### src/rtl/mii_port4_pkg.sv
// Shared constants and types for the port-4 MII block
package mii_port4_pkg;

  localparam int          NIB_W          = 4;     // MII nibble width
  localparam int          STRAP_W        = 2;     // Port type strap bits
  localparam int          CLK_PERIOD_NS  = 10;    // Core clock period
  localparam int          SETTLE_NS      = 30;    // Strap settle time after reset release
  localparam logic [1:0]  SETTLE_CYCLES  = 2'((SETTLE_NS + CLK_PERIOD_NS - 1) / CLK_PERIOD_NS);
  localparam logic [1:0]  SETTLE_RESET   = 2'h0;  // Settle counter after reset
  localparam logic [3:0]  NIBBLE_RESET   = 4'h0;  // Nibble registers after reset
  localparam logic [1:0]  STRAP_RESET    = 2'h0;  // Strap register after reset
  localparam logic [3:0]  IDLE_NIBBLE    = 4'h0;  // Nibble driven outside frames

  // Pin inputs gathered for the synchroniser, in one packed word
  typedef struct packed
  {
    logic             tx_clk;     // Transmit clock from partner
    logic             rx_clk;     // Receive clock from partner
    logic [NIB_W-1:0] rxd;        // Receive nibble
    logic             rx_dv;      // Receive data valid
    logic             rx_er;      // Receive error
    logic             col;        // Collision
    logic             crs;        // Carrier sense
    logic [STRAP_W-1:0] strap;    // Transmit pins read back as straps
    logic             duplex;     // High means half duplex
    logic             link_fail;  // High means link down
    logic             speed;      // High means 10M
    logic             fiber;      // High means fiber mode
  } pin_vec_t;

  localparam int PIN_W = $bits(pin_vec_t);

  // Power-on sequence of the strap pins
  typedef enum logic [1:0]
  {
    ST_SETTLE,
    ST_CAPTURE,
    ST_RUN
  } boot_state_t;

endpackage

### src/rtl/pin_sync_if.sv
// Carrier between the pin synchroniser and the port logic
`timescale 1ns/1ns
interface pin_sync_if #(parameter int W = 1);
  logic [W-1:0] raw;     // Asynchronous pin levels
  logic [W-1:0] synced;  // Levels after two flip-flops

  modport port_side (output raw, input synced);
  modport sync_side (input raw, output synced);
endinterface

### src/rtl/mii_port4.sv
// Port-4 MII data path, straps and hardware status pins
`timescale 1ns/1ns
module mii_port4
(
  input  wire logic                              CLK_IN,
  input  wire logic                              RESETN_IN,
  input  wire logic                              CE_IN,
  input  wire logic                              PORT4_TX_CLOCK_IN,
  input  wire logic                              PORT4_RX_CLOCK_IN,
  input  wire logic [mii_port4_pkg::NIB_W-1:0]   PORT4_TX_NIBBLE_IN,
  output logic      [mii_port4_pkg::NIB_W-1:0]   PORT4_TX_NIBBLE_OUT,
  output logic      [mii_port4_pkg::NIB_W-1:0]   PORT4_TX_NIBBLE_OE_OUT,
  output logic                                   PORT4_TX_ENABLE_OUT,
  input  wire logic [mii_port4_pkg::NIB_W-1:0]   PORT4_RX_NIBBLE_IN,
  input  wire logic                              PORT4_RX_VALID_IN,
  input  wire logic                              PORT4_RX_ERROR_IN,
  input  wire logic                              PORT4_COLLISION_IN,
  input  wire logic                              PORT4_CARRIER_IN,
  input  wire logic                              PORT4_DUPLEX_IN,
  input  wire logic                              PORT4_LINK_FAIL_IN,
  input  wire logic                              PORT4_SPEED_IN,
  input  wire logic                              PORT4_FIBER_SELECT_IN,
  input  wire logic [mii_port4_pkg::NIB_W-1:0]   TX_DATA_IN,
  input  wire logic                              TX_VALID_IN,
  output logic                                   TX_READY_OUT,
  output logic      [mii_port4_pkg::NIB_W-1:0]   RX_DATA_OUT,
  output logic                                   RX_VALID_OUT,
  output logic                                   RX_ERROR_OUT,
  output logic                                   COLLISION_OUT,
  output logic                                   CARRIER_OUT,
  output logic                                   FULL_DUPLEX_OUT,
  output logic                                   LINK_UP_OUT,
  output logic                                   SPEED_100_OUT,
  output logic                                   FIBER_MODE_OUT,
  output logic      [mii_port4_pkg::STRAP_W-1:0] PORT_TYPE_OUT,
  output logic                                   STRAPS_DONE_OUT
);
  import mii_port4_pkg::*;

  pin_sync_if #(.W(PIN_W)) sif ();   // Pin levels to and from synchroniser
  pin_vec_t                p;        // Synchronised pin levels

  // Every pin enters through the same two-flop stage, so all line up in time
  pin_sync #(.W(PIN_W)) u_sync
  (
    .clk_in    (CLK_IN),
    .resetn_in (RESETN_IN),
    .ce_in     (CE_IN),
    .pins      (sif)
  );

  // Gather raw pins; link clocks sampled like data
  always_comb
  begin
    p         = pin_vec_t'(sif.synced);
    sif.raw   = {PORT4_TX_CLOCK_IN, PORT4_RX_CLOCK_IN, PORT4_RX_NIBBLE_IN,
                 PORT4_RX_VALID_IN, PORT4_RX_ERROR_IN, PORT4_COLLISION_IN,
                 PORT4_CARRIER_IN, PORT4_TX_NIBBLE_IN[STRAP_W-1:0],
                 PORT4_DUPLEX_IN, PORT4_LINK_FAIL_IN, PORT4_SPEED_IN,
                 PORT4_FIBER_SELECT_IN};
  end

  // Power-on strap capture
  boot_state_t          boot_ff;      // Strap sequence state
  boot_state_t          nxt_boot;
  logic [1:0]           settle_ff;    // Cycles since reset release
  logic [1:0]           nxt_settle;
  logic [STRAP_W-1:0]   strap_ff;     // Latched port type
  logic [STRAP_W-1:0]   nxt_strap;

  // Wait for synchronised strap levels, capture once, then run
  always_comb
  begin
    nxt_boot   = boot_ff;
    nxt_settle = settle_ff;
    nxt_strap  = strap_ff;
    if (CE_IN)
    begin
      case (boot_ff)
        ST_SETTLE:
        begin
          // Pins not driven yet; the pulls decide the strap level
          if (settle_ff == SETTLE_CYCLES)
            nxt_boot = ST_CAPTURE;
          else
            nxt_settle = settle_ff + 2'h1;
        end
        ST_CAPTURE:
        begin
          nxt_strap[0] = p.strap[0];
          nxt_strap[1] = p.strap[1];
          nxt_boot     = ST_RUN;
        end
        ST_RUN:
        begin
          // Strap held until next reset
          nxt_strap = strap_ff;
        end
        default:
          nxt_boot = ST_SETTLE;
      endcase
    end
  end

  // Strap registers
  always_ff @(posedge CLK_IN or negedge RESETN_IN)
  begin
    if (!RESETN_IN)
    begin
      boot_ff   <= ST_SETTLE;
      settle_ff <= SETTLE_RESET;
      strap_ff  <= STRAP_RESET;
    end
    else
    begin
      boot_ff   <= nxt_boot;
      settle_ff <= nxt_settle;
      strap_ff  <= nxt_strap;
    end
  end

  // Link clock edges and data path
  logic              txclk_prev_ff;   // Last sampled transmit clock
  logic              rxclk_prev_ff;   // Last sampled receive clock
  logic              tx_rise;         // Transmit clock rising edge seen
  logic              rx_rise;         // Receive clock rising edge seen
  logic              running;         // Straps taken, pins are ours
  logic              link_up;         // Link-fail pin low
  logic [NIB_W-1:0]  tx_nib_ff;       // Nibble on the transmit pins
  logic              tx_en_ff;        // Transmit enable pin
  logic              oe_ff;           // Output enable of transmit pins
  logic [NIB_W-1:0]  rx_nib_ff;       // Last received nibble
  logic              rx_valid_ff;     // One-cycle receive strobe
  logic              rx_err_ff;       // One-cycle error strobe
  logic [5:0]        status_ff;       // Registered status levels
  logic [NIB_W-1:0]  nxt_tx_nib;
  logic              nxt_tx_en;
  logic              nxt_oe;
  logic [NIB_W-1:0]  nxt_rx_nib;
  logic              nxt_rx_valid;
  logic              nxt_rx_err;
  logic [5:0]        nxt_status;

  assign tx_rise = p.tx_clk & ~txclk_prev_ff;
  assign rx_rise = p.rx_clk & ~rxclk_prev_ff;
  assign running = (boot_ff == ST_RUN);
  assign link_up = ~p.link_fail;

  // Nibble taken from the user on a transmit clock rise while link is up
  assign TX_READY_OUT = CE_IN & running & tx_rise & link_up;

  // Next values of the data path
  always_comb
  begin
    nxt_tx_nib   = tx_nib_ff;
    nxt_tx_en    = tx_en_ff;
    nxt_oe       = oe_ff;
    nxt_rx_nib   = rx_nib_ff;
    nxt_rx_valid = 1'b0;
    nxt_rx_err   = 1'b0;
    nxt_status   = status_ff;
    if (CE_IN)
    begin
      // Drive the pins only once the straps are latched
      nxt_oe = running;
      if (running && tx_rise)
      begin
        // Update only on the rising edge, so the partner sees a stable cycle
        nxt_tx_en  = TX_VALID_IN & link_up;
        nxt_tx_nib = (TX_VALID_IN && link_up) ? TX_DATA_IN : IDLE_NIBBLE;
      end
      if (rx_rise)
      begin
        // Error reported even outside valid, as carrier errors
        nxt_rx_nib   = p.rx_dv ? p.rxd : rx_nib_ff;
        nxt_rx_valid = p.rx_dv;
        nxt_rx_err   = p.rx_er;
      end
      // Collision only means something in half duplex
      nxt_status = {p.col & p.duplex, p.crs,
                    ~p.duplex,
                    link_up,
                    ~p.speed,
                    p.fiber};
    end
  end

  // Data path registers
  always_ff @(posedge CLK_IN or negedge RESETN_IN)
  begin
    if (!RESETN_IN)
    begin
      txclk_prev_ff <= 1'b0;
      rxclk_prev_ff <= 1'b0;
      tx_nib_ff     <= NIBBLE_RESET;
      tx_en_ff      <= 1'b0;
      oe_ff         <= 1'b0;
      rx_nib_ff     <= NIBBLE_RESET;
      rx_valid_ff   <= 1'b0;
      rx_err_ff     <= 1'b0;
      status_ff     <= 6'h00;
    end
    else
    begin
      txclk_prev_ff <= CE_IN ? p.tx_clk : txclk_prev_ff;
      rxclk_prev_ff <= CE_IN ? p.rx_clk : rxclk_prev_ff;
      tx_nib_ff     <= nxt_tx_nib;
      tx_en_ff      <= nxt_tx_en;
      oe_ff         <= nxt_oe;
      rx_nib_ff     <= nxt_rx_nib;
      rx_valid_ff   <= nxt_rx_valid;
      rx_err_ff     <= nxt_rx_err;
      status_ff     <= nxt_status;
    end
  end

  // Outputs, all from flip-flops except the ready handshake and STRAPS_DONE_OUT, which is decoded from the strap state
  assign PORT4_TX_NIBBLE_OUT    = tx_nib_ff;
  assign PORT4_TX_NIBBLE_OE_OUT = {NIB_W{oe_ff}};
  assign PORT4_TX_ENABLE_OUT    = tx_en_ff;
  assign RX_DATA_OUT            = rx_nib_ff;
  assign RX_VALID_OUT           = rx_valid_ff;
  assign RX_ERROR_OUT           = rx_err_ff;
  assign COLLISION_OUT          = status_ff[5];
  assign CARRIER_OUT            = status_ff[4];
  assign FULL_DUPLEX_OUT        = status_ff[3];
  assign LINK_UP_OUT            = status_ff[2];
  assign SPEED_100_OUT          = status_ff[1];
  assign FIBER_MODE_OUT         = status_ff[0];
  assign PORT_TYPE_OUT          = strap_ff;
  assign STRAPS_DONE_OUT        = running;
endmodule

### src/rtl/pin_sync.sv
// Two-flop synchroniser for a vector of pin inputs
`timescale 1ns/1ns
module pin_sync #(parameter int W = 1)
(
  input  wire logic   clk_in,
  input  wire logic   resetn_in,
  input  wire logic   ce_in,
  pin_sync_if.sync_side pins
);

  logic [W-1:0] meta_ff;   // First stage, read only by second stage
  logic [W-1:0] sync_ff;   // Second stage, safe to use
  logic [W-1:0] nxt_meta;
  logic [W-1:0] nxt_sync;

  // Next values, held while the clock enable is low
  always_comb
  begin
    nxt_meta = ce_in ? pins.raw : meta_ff;
    nxt_sync = ce_in ? meta_ff  : sync_ff;
  end

  // Registers only
  always_ff @(posedge clk_in or negedge resetn_in)
  begin
    if (!resetn_in)
    begin
      meta_ff <= '0;
      sync_ff <= '0;
    end
    else
    begin
      meta_ff <= nxt_meta;
      sync_ff <= nxt_sync;
    end
  end

  assign pins.synced = sync_ff;

endmodule

### config.mk
export PLATFORM = sky130hd
export DESIGN_NAME = mii_port4
export DESIGN_NICKNAME = d
export VERILOG_FILES = /design/src/rtl/mii_port4_pkg.sv /design/src/rtl/pin_sync_if.sv /design/src/rtl/mii_port4.sv /design/src/rtl/pin_sync.sv
export SDC_FILE = /design/constraint.sdc
export NUM_CORES = 1
export LEC_CHECK = 0
export ABC_CLOCK_PERIOD_IN_PS = 1700
export BUFFER_PORTS_ARGS = -buffer_cell sky130_fd_sc_hd__buf_4
export CORE_MARGIN = 5
export CORE_UTILIZATION = 36
export DETAILED_ROUTE_END_ITERATION = 8
export PLACE_DENSITY = 0.67
export SYNTH_ARGS = -nofsm -noshare
export SYNTH_HDL_FRONTEND = slang
export SYNTH_HIERARCHICAL = 1
export SYNTH_SLANG_ARGS = --single-unit
### constraint.sdc
create_clock -name CLK_IN -period 1.7 [get_ports CLK_IN]
set_clock_uncertainty 0.15 [all_clocks]
set_input_delay 0.085 -clock CLK_IN [delete_from_list [all_inputs] [get_ports CLK_IN]]
set_output_delay 0.085 -clock CLK_IN [all_outputs]
set_load 0.02 [all_outputs]
# Word-level counts from Yosys, hierarchy flattened
# Index checks and enable logic that the tools add are counted.
# op_classes
n_addsub	1
mul	0
div_mod_pow	0
order_cmp	0
n_eq_ne	4
shifts	0
mux	7
bitwise	14
n_reduce_logical	8
# op_table
operator	n
3-bit AND reduction	3
1-bit AND	7
1-bit inverter	7
2-bit case mux with 3 select lines	1
2-bit equality test (second input constant)	2
1-bit 2-to-1 mux	4
4-bit 2-to-1 mux	1
2-bit AND reduction	2
2-bit by 1-bit adder with 2-bit output (second input constant)	1
2-bit by 1-bit equality test with 1-bit output (second input constant)	1
1-bit logical AND	2
2-bit zero test	1
2-bit 2-to-1 mux	1
2-bit inequality test (second input constant)	1
# totals
regBits	58
latchBits	0
ramBits	0
mem_bits_ro	0
output_inout_bits	25
memories	0

# Depth between registers and ports, before layout
# logic_depth
word_depth	4
mapped_depth	5
ltp_nobuf	3

# By module
# The synthesis kept the hierarchy.
# by_module_without_submodules
module	instances	cells_per_inst	area_each_um2
pin_sync	1	68	1345.0
mii_port4	1	85	1093.5

# Worst setup path after synthesis
# No wires, ideal clock.
# synth_timing
path_kind	register to register
start	register boot_ff[0]
end	register tx_en_ff (netlist: PORT4_TX_ENABLE_OUT)
t_arrival_ps	1415
slack_ps	10
stages_incl_launch_ff	4
path_buffers	0
cell_sequence	dfrtp_1 > nor2b_2 > nor3b_4 > mux2_2
# synth_between
elab_chain_len	3
# synth_lines
item	line	source
start, declared	mii_port4.sv:64	boot_state_t boot_ff;
start signal, assigned	mii_port4.sv:116	boot_ff <= nxt_boot;
2-bit equality test	mii_port4.sv:146	assign running = (boot_ff == ST_RUN);
via STRAPS_DONE_OUT	mii_port4.sv:36	output logic STRAPS_DONE_OUT
1-bit logical AND	mii_port4.sv:166	if (running && tx_rise)
2-bit AND reduction (no source line)	-	
end signal, assigned	mii_port4.sv:208	tx_en_ff <= nxt_tx_en;
end, declared	mii_port4.sv:130	logic tx_en_ff;
# The timed path passes the listed nets, and every way through them passes these cells.
# A chain may end at the register's enable or synchronous reset.

# Worst setup path after layout
# layout_timing
start	register boot_ff[0]
end	output port TX_READY_OUT
# layout_between
elab_chain_len	4
# layout_lines
item	line	source
2-bit equality test	mii_port4.sv:146	
1-bit AND (3 in a row)	mii_port4.sv:150	assign TX_READY_OUT = CE_IN & running & tx_rise & link_up;
end, declared	mii_port4.sv:25	output logic TX_READY_OUT,
# No other way between the ends.

==> metrics.yaml <==
place:
  pre_cts_slack_ps: 129
  finalWeightedCongestion: 0.689
  place_area_sq_mm: 0.00282
  port_buffers: 48
  dp_hpwl_mm: 2.67
setup_path:
  critical_path_arrival_ps: 1360
  path_max_fanout: 3
  path_class: "flip-flop to primary output"
  crit_required_ps: 1460
  critical_path.top_delay_family: "simple AND/OR/NAND/NOR gates"
  end_kind: "primary output"
  crit_chain: "nor2b_4 -> nor3b_4 -> nor2b_2 -> buf_4"
  rr_startpoint: "boot_ff[1]"
  startpoint_type: "flip-flop"
  crit_start: "boot_ff[0]"
  critPathBufInv: 1
  crit_slowest_cell: "dfrtp_1"
  critical_path.max_stage_delay_ps: 410
timing:
  tightest_slew_ps: 712
  max_freq_mhz: 626
  drv_slew: 0
  relSlewSlack: 0.526
  setup_ws_ps: 104
  finalSetupViolations: 0
  period_share: 0.939
  min_period_ps: 1600
  finalHoldViolations: 0
power:
  p_comb_frac: 0.311
  leakage_nw: 1.61
  p_sw_frac: 0.299
  p_seq_frac: 0.438
  power.share.clock: 0.250
  powerDensity_mw_per_mm2: 1330
  power_switching_mw: 1.29
  p_int_mw: 3.03
  peakVddDrop_mv: 0.814
logic_synthesis:
  ys_seq_area_frac: 0.595
  synth_edf_count: 0
  yosys.area.top_type: "dfrtp_1"
  synth_async_sr_flop_share: 1.00
  yosys-top-cells-area: "dfrtp_1 (60%), mux2_4 (18%), mux2_2 (6.5%)"
  yosys.cell_types.count: 21
  synth-main-ff-cell: "dfrtp_1"
  syn_inst: 153
  netlist.area_leader.share: 0.595
  synth_common_cells: "dfrtp_1 (58), mux2_4 (30), mux2_2 (14)"
  yosysMostFrequentCell: "dfrtp_1"
  yosys_register_bits: 58
  ys.warnings.count: 6
  synth_area_per_cell_sq_um: 15.9
  syn_nets: 180
  netlist_area_sq_mm: 0.00244
routing:
  drt-wirelength-per-cell_um: 12.8
  drt_wl_total_mm: 4.05
  ant_nets: 0
  viasPerCell: 4.40
  drtPass1Iterations: 2
  via_count: 1394
  drc: 0
  drtIter0Drc: 57
global_routing:
  grt_pass1_wl_mm: 6.97
  grt_pass1_vias: 1531
  antenna_found_initial: 0
  grt_max_degree: 59
  overflow: 0
  track_usage: 0.105
floorplanning:
  die_area_sq_mm: 0.00852
  pin_count: 51
  die_w_um: 92.3
  placementRows: 30
  initial_core_util: 0.365
  core_sq_mm: 0.00668
  fp.dieH_um: 92.3
final_layout:
  fin_area_sq_mm: 0.00326
  num_antenna_cells: 0
  layout-drive-gt1-share: 0.489
  fill_cells: 610
  area_growth_pct: 33.5
  finalNetCount: 260
clock_tree:
  cts_sinks: 58
  cts_buffer_depth: 2
  numCtsBuffers: 9
  cts_tree: "built"
  clock_latency_ps: 320
  cts-root-buf: "clkbuf_8"
  clkTransAtPathRegs_ps: 60
  htree_levels: 3
run_status:
  status: "finished, final reports clean"
flow_run:
  cap_violations: 0
worst_hold_path:
  hold_start: "TX_VALID_IN"
  hold_class: "primary input to flip-flop"
[tightest hold or removal path: cells and delay by family]
family                 cells  cell delay [ps]
muxes                      1               60
and+or+nand+nor            2              250
buffers and inverters      1              100
[kinds of logic (layout without fill, tap and decap cells)]
kind of cell,after synthesis,after routing,share of synthesized area
compound gates,2,2,0.00410
flops,58,58,0.595
simple gates,19,19,0.0477
xor+xnor,1,1,0.00359
mux,52,52,0.282
fa+ha+maj,1,1,0.00513
buf+inv,20,104,0.0621
[registers in the layout, indices dropped and copies added (netlist names)]
| name | count |
|---|---|
| status_ff | 6 |
| RX_ERROR_OUT | 1 |
| oe_ff | 1 |
| PORT4_TX_NIBBLE_OUT | 4 |
| PORT_TYPE_OUT | 2 |
| RX_VALID_OUT | 1 |
| txclk_prev_ff | 1 |
| u_sync/meta_ff | 16 |
| settle_ff | 2 |
| boot_ff | 2 |
| u_sync/pins.synced | 16 |
| PORT4_TX_ENABLE_OUT | 1 |
| RX_DATA_OUT | 4 |
| rxclk_prev_ff | 1 |
[cell type report]
type	count	area [sq um]	share of cell area
clock buffers	12	155	0.0477
clock inverters	3	15.0	0.00461
inverters	10	37.5	0.0115
multi-input cells	75	843	0.259
flip-flops and latches	58	1450	0.446
well taps	80	100	0.0307
repair buffers	79	653	0.201
[cell usage in the layout, fill, tap and decap left out]
cell | synthesis | routed
dfrtp_1 | 58 | 58
and2b_1 | 1 | 1
nor2b_1 | 2 | 1
inv_1 | 10 | 10
buf_4 | 5 | 55
and4b_1 | 1 | 1
ha_1 | 1 | 1
clkbuf_8 | 0 | 11
mux2i_1 | 8 | 8
dlygate4sd3_1 | 0 | 24
nor3b_1 | 1 | 1
nor2b_2 | 1 | 1
mux2_2 | 14 | 14
nand3_1 | 1 | 1
nand4b_1 | 1 | 1
mux2_4 | 30 | 30
nor3b_4 | 1 | 1
clkinv_2 | 0 | 3
o21ai_0 | 2 | 2
clkbuf_1 | 0 | 1
nor2b_4 | 0 | 1
xor2_1 | 1 | 1
nand2_1 | 10 | 10
[through the flow]
step / TNS (ps) / hold WS [ps] / cells / total power [mW] / util
2_1_floorplan: 0 / -361 / 153 / 2.73 / -
3_3_place_gp: 0 / 41.8 / 275 / 3.15 / 0.421
3_5_place_dp: 0 / 51.2 / 275 / 3.19 / 0.421
4_1_cts: 0 / 59.1 / 316 / 4.40 / 0.485
5_1_grt: -7.58 / 92.8 / 317 / 4.59 / 0.487
6_report: 0 / 78.3 / 317 / 4.32 / 0.487
[worst paths after layout]
check	endpoint	slack (ps)	depth (start not counted)
worst max-delay path	TX_READY_OUT	100	4
worst min-delay path	PORT4_TX_NIBBLE_OUT[1]	80	4
worst max register to register	settle_ff[1]	120	3
worst min register to register	settle_ff[0]	330	1
max in group asynchronous	oe_ff	700	2
min in group asynchronous	u_sync/meta_ff[10]	210	2
[power by group through the flow]
stage / sequential, mW / clock, mW / combinational [mW]
after floorplan: 2.08 / 0 / 0.647
after global placement: 1.92 / 0 / 1.23
after detailed placement: 1.93 / 0 / 1.26
after CTS: 1.90 / 1.14 / 1.36
after global routing: 1.94 / 1.19 / 1.46
final: 1.90 / 1.08 / 1.35
[per-layer routing]
layer / GRT usage / routed length (um)
met5: 0 / 0
met4: 0.0520 / 34
met3: 0.0366 / 267
met2: 0.169 / 1940
met1: 0.124 / 1810
[repair_timing]
item | CTS | global route
endpoints found under the hold margin | 81 | 0
resized for setup | 0 | 2
setup buffers | 2 | 1
hold buffers | 24 | 0
setup endpoints to repair | 1 | 1
Power figures use the tool's default switching activity.
